File: config.mk
export PLATFORM = sky130hd
export DESIGN_NAME = acp_port
export DESIGN_NICKNAME = d
export VERILOG_FILES = /design/src/acp_pkg.sv /design/src/acp_port.sv /design/src/acp_sync.sv
export VERILOG_INCLUDE_DIRS = /design/src
export SDC_FILE = /design/constraint.sdc
export NUM_CORES = 1
export LEC_CHECK = 0
export BUFFER_PORTS_ARGS = -buffer_cell sky130_fd_sc_hd__buf_2
export CAP_MARGIN = 20
export CORE_ASPECT_RATIO = 0.6
export CORE_MARGIN = 8
export CORE_UTILIZATION = 43
export CTS_CLUSTER_SIZE = 10
export DETAILED_ROUTE_END_ITERATION = 6
export PLACE_DENSITY = 0.65
export SYNTH_ARGS = -nofsm -noshare
export SYNTH_HDL_FRONTEND = slang
export SYNTH_SLANG_ARGS = --single-unit
File: constraint.sdc
create_clock -name clk_i -period 3.1 [get_ports clk_i]
set_clock_uncertainty 0.1 [all_clocks]
set_input_delay 0.31 -clock clk_i [delete_from_list [all_inputs] [get_ports clk_i]]
set_output_delay 0.31 -clock clk_i [all_outputs]
set_load 0.05 [all_outputs]
File: src/acp_consts.svh
// Constants for the conversion control port.
// Assumes inclusion by bare name from the package and modules.
`ifndef ACP_CONSTS_SVH
`define ACP_CONSTS_SVH
// -----------------------------------------------------------------------
// Conversion timing
// -----------------------------------------------------------------------
`define ACP_RESULT_W 14
`define ACP_CONV_CYCLES 16
`define ACP_CNT_W 5
// Internal oscillator half period in system clocks (125 MHz)
`define ACP_OSC_HALF 9
// Must hold 2 * ACP_OSC_HALF - 1 without truncation
`define ACP_OSC_W 5
`define ACP_RESULT_RST 14'h0000
`endif

File: src/acp_pkg.sv
// Types for the conversion control port.
// Assumes acp_consts.svh on the include path.
`include "acp_consts.svh"
package acp_pkg;
  typedef enum logic [3:0] {
    ACP_STANDBY = 4'b0001,
    ACP_IDLE = 4'b0010,
    ACP_CONVERT = 4'b0100,
    ACP_DONE = 4'b1000
  } acp_state_t;

  typedef struct packed {
    logic select_n;
    logic read_n;
  } acp_bus_ctl_t;
endpackage

File: src/acp_port.sv
// Conversion control and readout port of a 14-bit SAR converter.
// Assumes host pins are asynchronous; core result arrives on clk_i.
`timescale 1ns/10ps
`default_nettype none
`include "acp_consts.svh"
module acp_port
  import acp_pkg::*;
#(
  parameter int RESULT_W = `ACP_RESULT_W,
  parameter int CONV_CYCLES = `ACP_CONV_CYCLES
) (
  // Clock and reset
  input wire logic clk_i,
  input wire logic reset_i,
  // Host control pins
  input wire logic conversion_start_n_i,
  input wire logic external_conversion_clock_i,
  input wire logic standby_n_i,
  input wire acp_bus_ctl_t bus_ctl_i,
  // Converter core
  input wire logic [RESULT_W-1:0] core_code_i,
  output logic hold_o,
  output logic conv_clk_en_o,
  output logic power_save_o,
  // Host outputs
  output logic [RESULT_W-1:0] result_bus_o,
  output logic result_bus_oe_o,
  output logic busy_o
);

  // -----------------------------------------------------------------------
  // Pin synchronisation
  // -----------------------------------------------------------------------
  logic [4:0] pins_s;
  logic start_s, xclk_s, standby_n_n_s, cs_n_s, rd_n_s;
  logic [2:0] arm_q;
  logic settled;

  acp_sync #(.W(5)) u_sync (
    .clk_i(clk_i),
    .reset_i(reset_i),
    .async_i({conversion_start_n_i, external_conversion_clock_i,
              standby_n_i, bus_ctl_i.select_n, bus_ctl_i.read_n}),
    .sync_o(pins_s)
  );
  // Sync flops reset low, which reads as a pressed active-low pin;
  // pins count as released until three edges load real levels
  assign settled = arm_q[2];
  assign start_s = pins_s[4];
  assign xclk_s = pins_s[3];
  assign standby_n_n_s = pins_s[2] | ~settled;
  assign cs_n_s = pins_s[1] | ~settled;
  assign rd_n_s = pins_s[0] | ~settled;

  // -----------------------------------------------------------------------
  // Edge detection
  // -----------------------------------------------------------------------
  logic start_d1_q, xclk_d1_q;
  logic use_ext_q;
  logic [`ACP_OSC_W-1:0] osc_q;
  logic osc_tick, ext_tick, sel_tick, start_rise;
  logic [`ACP_CNT_W-1:0] cnt_q;
  acp_state_t state_q, state_d;

  assign start_rise = start_s & ~start_d1_q & settled;
  assign ext_tick = xclk_s & ~xclk_d1_q;
  // Free-running oscillator model; divider keeps one clock domain
  assign osc_tick = (osc_q == `ACP_OSC_W'(`ACP_OSC_HALF * 2 - 1));
  assign sel_tick = use_ext_q ? ext_tick : osc_tick;

  always_ff @(posedge clk_i or posedge reset_i)
  begin
    if (reset_i)
    begin
      arm_q <= '0;
      start_d1_q <= 1'b0;
      xclk_d1_q <= 1'b0;
      osc_q <= '0;
    end
    else
    begin
      arm_q <= {arm_q[1:0], 1'b1};
      start_d1_q <= start_s;
      xclk_d1_q <= xclk_s;
      osc_q <= osc_tick ? '0 : osc_q + 1'b1;
    end
  end

  // -----------------------------------------------------------------------
  // Conversion sequencer
  // -----------------------------------------------------------------------
  logic last_tick;
  assign last_tick = sel_tick && (cnt_q == `ACP_CNT_W'(CONV_CYCLES - 1));

  always_comb
  begin
    state_d = state_q;
    unique case (state_q)
      ACP_STANDBY: if (standby_n_n_s) state_d = ACP_IDLE;
      ACP_IDLE:
        if (!standby_n_n_s) state_d = ACP_STANDBY;
        else if (start_rise) state_d = ACP_CONVERT;
      ACP_CONVERT: if (last_tick) state_d = ACP_DONE;
      ACP_DONE:
        if (!standby_n_n_s) state_d = ACP_STANDBY;
        else if (start_rise) state_d = ACP_CONVERT;
      default: state_d = ACP_IDLE;
    endcase
  end

  always_ff @(posedge clk_i or posedge reset_i)
  begin
    if (reset_i)
    begin
      state_q <= ACP_IDLE;
      cnt_q <= '0;
      use_ext_q <= 1'b0;
    end
    else
    begin
      state_q <= state_d;
      if (state_d == ACP_CONVERT && state_q != ACP_CONVERT)
      begin
        // Clock source latched once; a later change cannot split a sample
        use_ext_q <= xclk_s;
        cnt_q <= '0;
      end
      else if (state_q == ACP_CONVERT && sel_tick)
        cnt_q <= cnt_q + 1'b1;
    end
  end

  // -----------------------------------------------------------------------
  // Outputs
  // -----------------------------------------------------------------------
  logic selected, read_en;
  assign selected = ~cs_n_s;
  assign read_en = selected & ~rd_n_s;

  always_ff @(posedge clk_i or posedge reset_i)
  begin
    if (reset_i)
    begin
      result_bus_o <= `ACP_RESULT_RST;
      result_bus_oe_o <= 1'b0;
      busy_o <= 1'b0;
      hold_o <= 1'b0;
      conv_clk_en_o <= 1'b0;
      power_save_o <= 1'b0;
    end
    else
    begin
      // Result changes only at completion
      if (state_q == ACP_CONVERT && last_tick)
        result_bus_o <= core_code_i;
      result_bus_oe_o <= read_en;
      busy_o <= (state_d == ACP_CONVERT);
      hold_o <= (state_d == ACP_CONVERT);
      conv_clk_en_o <= (state_q == ACP_CONVERT) & sel_tick;
      power_save_o <= (state_d == ACP_STANDBY);
    end
  end
endmodule
`default_nettype wire

File: src/acp_sync.sv
// Two-flop synchroniser bank for asynchronous pins.
// Assumes one destination clock.
`timescale 1ns/10ps
`default_nettype none
module acp_sync #(
  parameter int W = 1
) (
  // Clock and reset
  input wire logic clk_i,
  input wire logic reset_i,
  // Data
  input wire logic [W-1:0] async_i,
  output logic [W-1:0] sync_o
);
  logic [W-1:0] meta_q;

  always_ff @(posedge clk_i or posedge reset_i)
  begin
    if (reset_i)
    begin
      meta_q <= '0;
      sync_o <= '0;
    end
    else
    begin
      meta_q <= async_i;
      sync_o <= meta_q;
    end
  end
endmodule
`default_nettype wire

==> results of run 1 <==
## metrics by stage
stage | cell area [µm²] | total power, mW | utilization | std cells
2_1_floorplan | 1930 | 0.945 | - | 137
3_3_place_gp | 2140 | 0.983 | 0.481 | 233
3_5_place_dp | 2140 | 0.990 | 0.481 | 233
4_1_cts | 2300 | 1.59 | 0.516 | 241
5_1_grt | 2330 | 1.65 | 0.523 | 243
6_report | 2330 | 1.58 | 0.523 | 243
## synthesized netlist by cell type (3+ instances only)
| cell | n |
|---|---|
| dfrtp_1 | 47 |
| mux2_4 | 9 |
| o21ai_0 | 9 |
| inv_1 | 6 |
| mux2_2 | 6 |
| nand2b_1 | 5 |
| ha_1 | 4 |
| nor2_1 | 4 |
| o211ai_1 | 4 |
| a21oi_1 | 3 |
| buf_6 | 3 |
| nand3_1 | 3 |
| nor3_1 | 3 |
| xor2_1 | 3 |
## area by class of cell
| type | instances | share of cell area |
|---|---|---|
| flip-flops and latches | 48 | 0.517 |
| multi-input cells | 76 | 0.271 |
| repair buffers | 42 | 0.100 |
| clock inverters | 3 | 0.0387 |
| well taps | 63 | 0.0339 |
| clock buffers | 5 | 0.0296 |
| inverters | 6 | 0.00968 |
## worst paths after layout
kind                         startpoint               end  slack, ns  cells after the start
max                            osc_q[0]   result_bus_o[7]       0.60                      6
min                        bus_ctl_i[1]  u_sync.meta_q[1]       0.02                      1
max reg2reg                    osc_q[0]   result_bus_o[7]       0.60                      6
min reg2reg                    arm_q[1]          arm_q[2]       0.25                      0
max in group asynchronous       reset_i        state_q[1]       1.87                      4
min in group asynchronous       reset_i   result_bus_o[2]       0.46                      3
## critical path: stages (launching register included)
cell and delay [ns]:
dfrtp_1 0.42, ha_1 0.23, and4bb_2 0.27, mux2i_1 0.45, or3b_1 0.35, buf_4 0.27, mux2_4 0.32
## metal layers
layer  vias up  wire length, µm  part of all wire
met4         0               38             0.011
met5         -                0                 0
met1       545             1640              0.47
met3         4              219             0.062
li1        556                -                 -
met2        29             1610              0.46
## state kept, by name (all words and copies together) (netlist names)
signal,count
result_bus_o,14
cnt_q,5
osc_q,5
u_sync.meta_q,5
u_sync.sync_o,5
state_q,4
arm_q,3
busy_o,1
conv_clk_en_o,1
power_save_o,1
result_bus_oe_o,1
start_d1_q,1
use_ext_q,1
xclk_d1_q,1
## cells by family after synthesis
family | count (synthesis) | synth area share
AND/OR/NAND/NOR | 28 | 0.0927
AO/OA/AOI/OAI | 21 | 0.0681
flip-flops | 48 | 0.623
XOR/XNOR | 5 | 0.0227
other | 1 | 0.00194
multiplexers | 17 | 0.115
adder cells (fa/ha/maj) | 4 | 0.0259
buffers and inverters | 13 | 0.0499
## power by group
part	internal [mW]	leakage, nW	switching (mW)
registers	0.683	0.580	0.0483
logic	0.0857	0.460	0.165
clock network	0.403	0.0784	0.192
total	1.17	1.12	0.406
==> run metrics, run 1 <==
Initial Util 0.434; Post-Syn Instances 137; DR WL/cell 14.4 µm; number of setup violations in the final report 0; Final HPWL DP 2560 µm; Post-CTS Setup Bufs 0; DRT iter0 DRCs 40; syn_area_per_cell 14.1 µm²; nets@finish 204; worst vdd ir 375 µV; max_cap viols 0; fin. max-slew vios 0; RSZ-0062 raised after global routing false; pwr dens roughly 680 nW/µm²; P_leak 1.12 nW; Setup TNS 0 ns; status finished clean; GP Congestion 0.687; DIE AREA about 7000 µm²; H-tree depth 2; clock transition at the registers of the reported paths about 0.080 ns; Hold Violations, Final 0; M3 GR Usage 0.0457; # IOs 40; total track usage 0.112; Worst setup EP type register; commonest non-fill, non-tap cell in the layout dfrtp_1; period utilization 0.808; synth unique cells 38; row count 19; Skew-Pair Late Insertion Delay between 0.2 and 0.3 ns; Post-synth EDFFs 0; vias in the first global route 1,223; initial antenna violation count 0; upper clock frequency limit approximately 0.40 GHz; Die W 102 µm; Synth area leader dfrtp_1; YS warnings 0; DRC Markers 0; Worst Path Max Fanout 10; Vias per Instance 4.67; Critical Path RT about 3.2 ns; Tmin final around 2.5 ns; Slew headroom 0.554; largest net degree at the start of global routing 49; area share of the largest cell type after synthesis 0.610; Port Buf Inserts 39; GR peak layer met2; Resize count post-CTS 0; Worst-Margin Slew 0.669 ns; Antenna diodes 0; prevailing post-synth register cell dfrtp_1; total grt overflow 0; post-synthesis async set-or-reset flop share 1.00; M1 GR Usage 0.142; Die Height 67.9 µm; Routed WL between 3000 and 4000 µm; commonest cells after routing, fill and taps aside 47 x dfrtp_1, 39 x buf_2, 9 x mux2_4, 9 x o21ai_0, 6 x mux2_2; top cells by area, synth dfrtp_1 61%, mux2_4 7.0%, mux2_2 3.5%; Hold Path Class in -> reg; via count 1,134; Synthesized Nets 162; Post-CTS Hold Fix Bufs 0; area of the multi-input gates 631 µm²; ANT nets after route 0; Mapped Area 1930 µm²; final hold slack between 0.015 and 0.02 ns; Placement Setup Slack about 0.6 ns; iteration count of the initial detailed-routing pass 4; WP data arrival 2.58 ns; critical path launch point type register; sequential cell area roughly 1200 µm²; clk sinks 48; number of synthesized register bits 48; post-synthesis sequential area ratio 0.623; Area Overhead vs Synth 20.6%; GRT met2 Usage 0.167; first-pass GRT wire length ~5900 µm; CTS tree yes; core area 4450 µm²; clk buf depth 2; TritonCTS buffer count 5; root buffer cell clkbuf_8; final worst slack slightly below 0.6 ns; share of post-route cells with drive strength above 1 0.394; Fill cells 375; critical setup path kind reg -> reg
Power figures use the tool's default switching activity.
==> run 2, diff against run 1 <==
- ABC_AREA: unset -> 1
- PLACE_DENSITY: 0.65 -> 0.68
- clock period: 3.1 -> 2.05 ns (I/O delays scaled with it)
==> run 2 against run 1 <==
Register-to-register slack got worse by 0.29 ns. Cell area fell by 0.75%. Area after synthesis down 2.3%. Die area fell by 1.8%. Fmax grew 44%. Sequential power increased by 48%. Total power is 30% higher. Worst setup slack got worse by 0.29 ns. Critical endpoint is now result_bus_o[9]. Combinational power increased by 59%.
==> run metrics, run 2 <==
Synthesized Nets 210; top cells by area, synth dfrtp_1 62%, nand2_1 11%, nand4_1 5.3%; Hold Violations, Final 0; Synth area leader dfrtp_1; area share of the largest cell type after synthesis 0.624; TritonCTS buffer count 5; share of post-route cells with drive strength above 1 0.268; initial antenna violation count 0; Antenna diodes 0; upper clock frequency limit 0.574 GHz; Post-synth EDFFs 0; Post-Syn Instances 185; Top reg by flops result_bus_o; max_cap viols 0; row count 18; clk buf depth 2; root buffer cell clkbuf_8; fin. max-slew vios 0; period utilization 0.850; number of setup violations in the final report 0; iteration count of the initial detailed-routing pass 4; Die W 101 µm; P_leak 1.14 nW; post-synthesis async set-or-reset flop share 1.00; Initial Util 0.453; Synth top cells by count 54 x nand2_1, 47 x dfrtp_1, 16 x nand4_1; DRT iter0 DRCs 70; number of synthesized register bits 48; pwr dens 890 nW/µm²; Routed WL ~3600 µm; Die Height 67.3 µm; Tmin final 1.74 ns; Hold Path Class in -> reg; WP data arrival about 1.8 ns; largest net degree at the start of global routing 36; Fill cells ~380; Skew-Pair Late Insertion Delay 0.30 ns; commonest cells after routing, fill and taps aside 54 x nand2_1, 47 x dfrtp_1, 39 x buf_2, 16 x nand4_1, 13 x inv_1; synth unique cells 23; Area Overhead vs Synth 22.4%; # IOs 40; commonest non-fill, non-tap cell in the layout nand2_1; vias in the first global route 1,327; first-pass GRT wire length 6240 µm; worst vdd ir 398 µV; critical path launch point type register; YS warnings 0; max reg flops 14; post-synthesis sequential area ratio 0.638; RSZ-0062 raised after global routing false; via count between 1,000 and 1,500; Mapped Area ~1900 µm²; Power, Total between 2 and 2.5 mW; Setup TNS 0 ns; DRC Markers 0; Worst-Margin Slew 0.696 ns; ANT nets after route 0; placed insts 281; Final HPWL DP 2590 µm; top-count cell post-synth nand2_1; CTS tree yes; syn_area_per_cell 10.2 µm²; status finished clean; Worst Path Max Fanout 17; Slew headroom 0.535; Post-CTS Setup Bufs 0; core area between 4000 and 5000 µm²; clk sinks 48; GP Congestion 0.765; Vias per Instance 4.60; DIE AREA 6830 µm²; clock transition at the registers of the reported paths 0.09 ns; H-tree depth 2; nets@finish 259; critical setup path kind reg -> reg; Worst setup EP type register; Port Buf Inserts 39; prevailing post-synth register cell dfrtp_1; Critical Path RT 2.14 ns; total grt overflow 0; DR WL/cell 12.0 µm; total track usage 0.116; fin cells around 300
run 2: routing by layer:
layer / global-route usage / vias up / wire (µm)
met2: 0.166 / 30 / 1450
met1: 0.157 / 634 / 1780
met4: 0.0387 / 0 / 38
li1: - / 689 / -
met3: 0.0462 / 4 / 290
met5: 0 / - / 0
run 2: path summary, 6_finish.rpt:
path	from	to	slack, ns	cells past startpoint
min in group asynchronous	reset_i	u_sync.sync_o[4]	0.47	3
hold / removal	core_code_i[11]	result_bus_o[11]	0.06	3
hold reg to reg	u_sync.meta_q[4]	u_sync.sync_o[4]	0.25	0
setup / recovery	osc_q[1]	result_bus_o[9]	0.31	9
setup reg to reg	osc_q[1]	result_bus_o[9]	0.31	9
max in group asynchronous	reset_i	result_bus_o[8]	0.81	4
run 2: power breakdown:
group	internal (mW)	total [mW]	leakage, nW	switching (mW)
Sequential	1.02	1.08	0.541	0.0529
Clock	0.276	0.579	0.0516	0.303
Combinational	0.118	0.398	0.552	0.280
run 2: critical path: stages, from the launching register on:
cell and delay [ns]:
dfrtp_1 0.40, inv_1 0.06, ha_1 0.14, nand2_1 0.06, inv_1 0.05, nand3_1 0.07
nand2_2 0.25, nand3_2 0.30, nand2_1 0.15, nand2_1 0.06
run 2: final cells by class:
| type | instances | area, µm² | area share |
|---|---|---|---|
| flip-flops and latches | 48 | 1200 | 0.521 |
| multi-input cells | 114 | 589 | 0.255 |
| repair buffers | 49 | 285 | 0.124 |
| clock buffers | 6 | 82.6 | 0.0358 |
| well taps | 60 | 75.1 | 0.0325 |
| inverters | 16 | 60.1 | 0.0260 |
| clock inverters | 2 | 13.8 | 0.00596 |
run 2: cell families (layout without fill, tap and decap cells):
kind of cell,Yosys count,after routing,synth area share
fa+ha+maj,4,4,0.0265
simple gates,100,100,0.252
buf+inv,23,73,0.0498
other cells,1,1,0.00199
flops,48,48,0.638
xor+xnor,4,4,0.0186
compound gates,5,5,0.0133
run 2: what timing repair did:
action	in CTS	in global routing
resized for setup	0	0
hold buffers	6	0
hold endpoints to repair	37	0
run 2: metrics by stage:
step | utilization | worst slack, ns | hold slack [ns] | cell area [µm²]
after global placement | 0.517 | 0.319 | 0.213 | 2150
after detailed placement | 0.517 | 0.281 | 0.215 | 2150
after floorplan | - | 0.377 | 0.136 | 1890
after global routing | 0.554 | 0.0637 | 0.0516 | 2310
after CTS | 0.554 | 0.273 | 0.0570 | 2310
final | 0.554 | 0.307 | 0.0586 | 2310
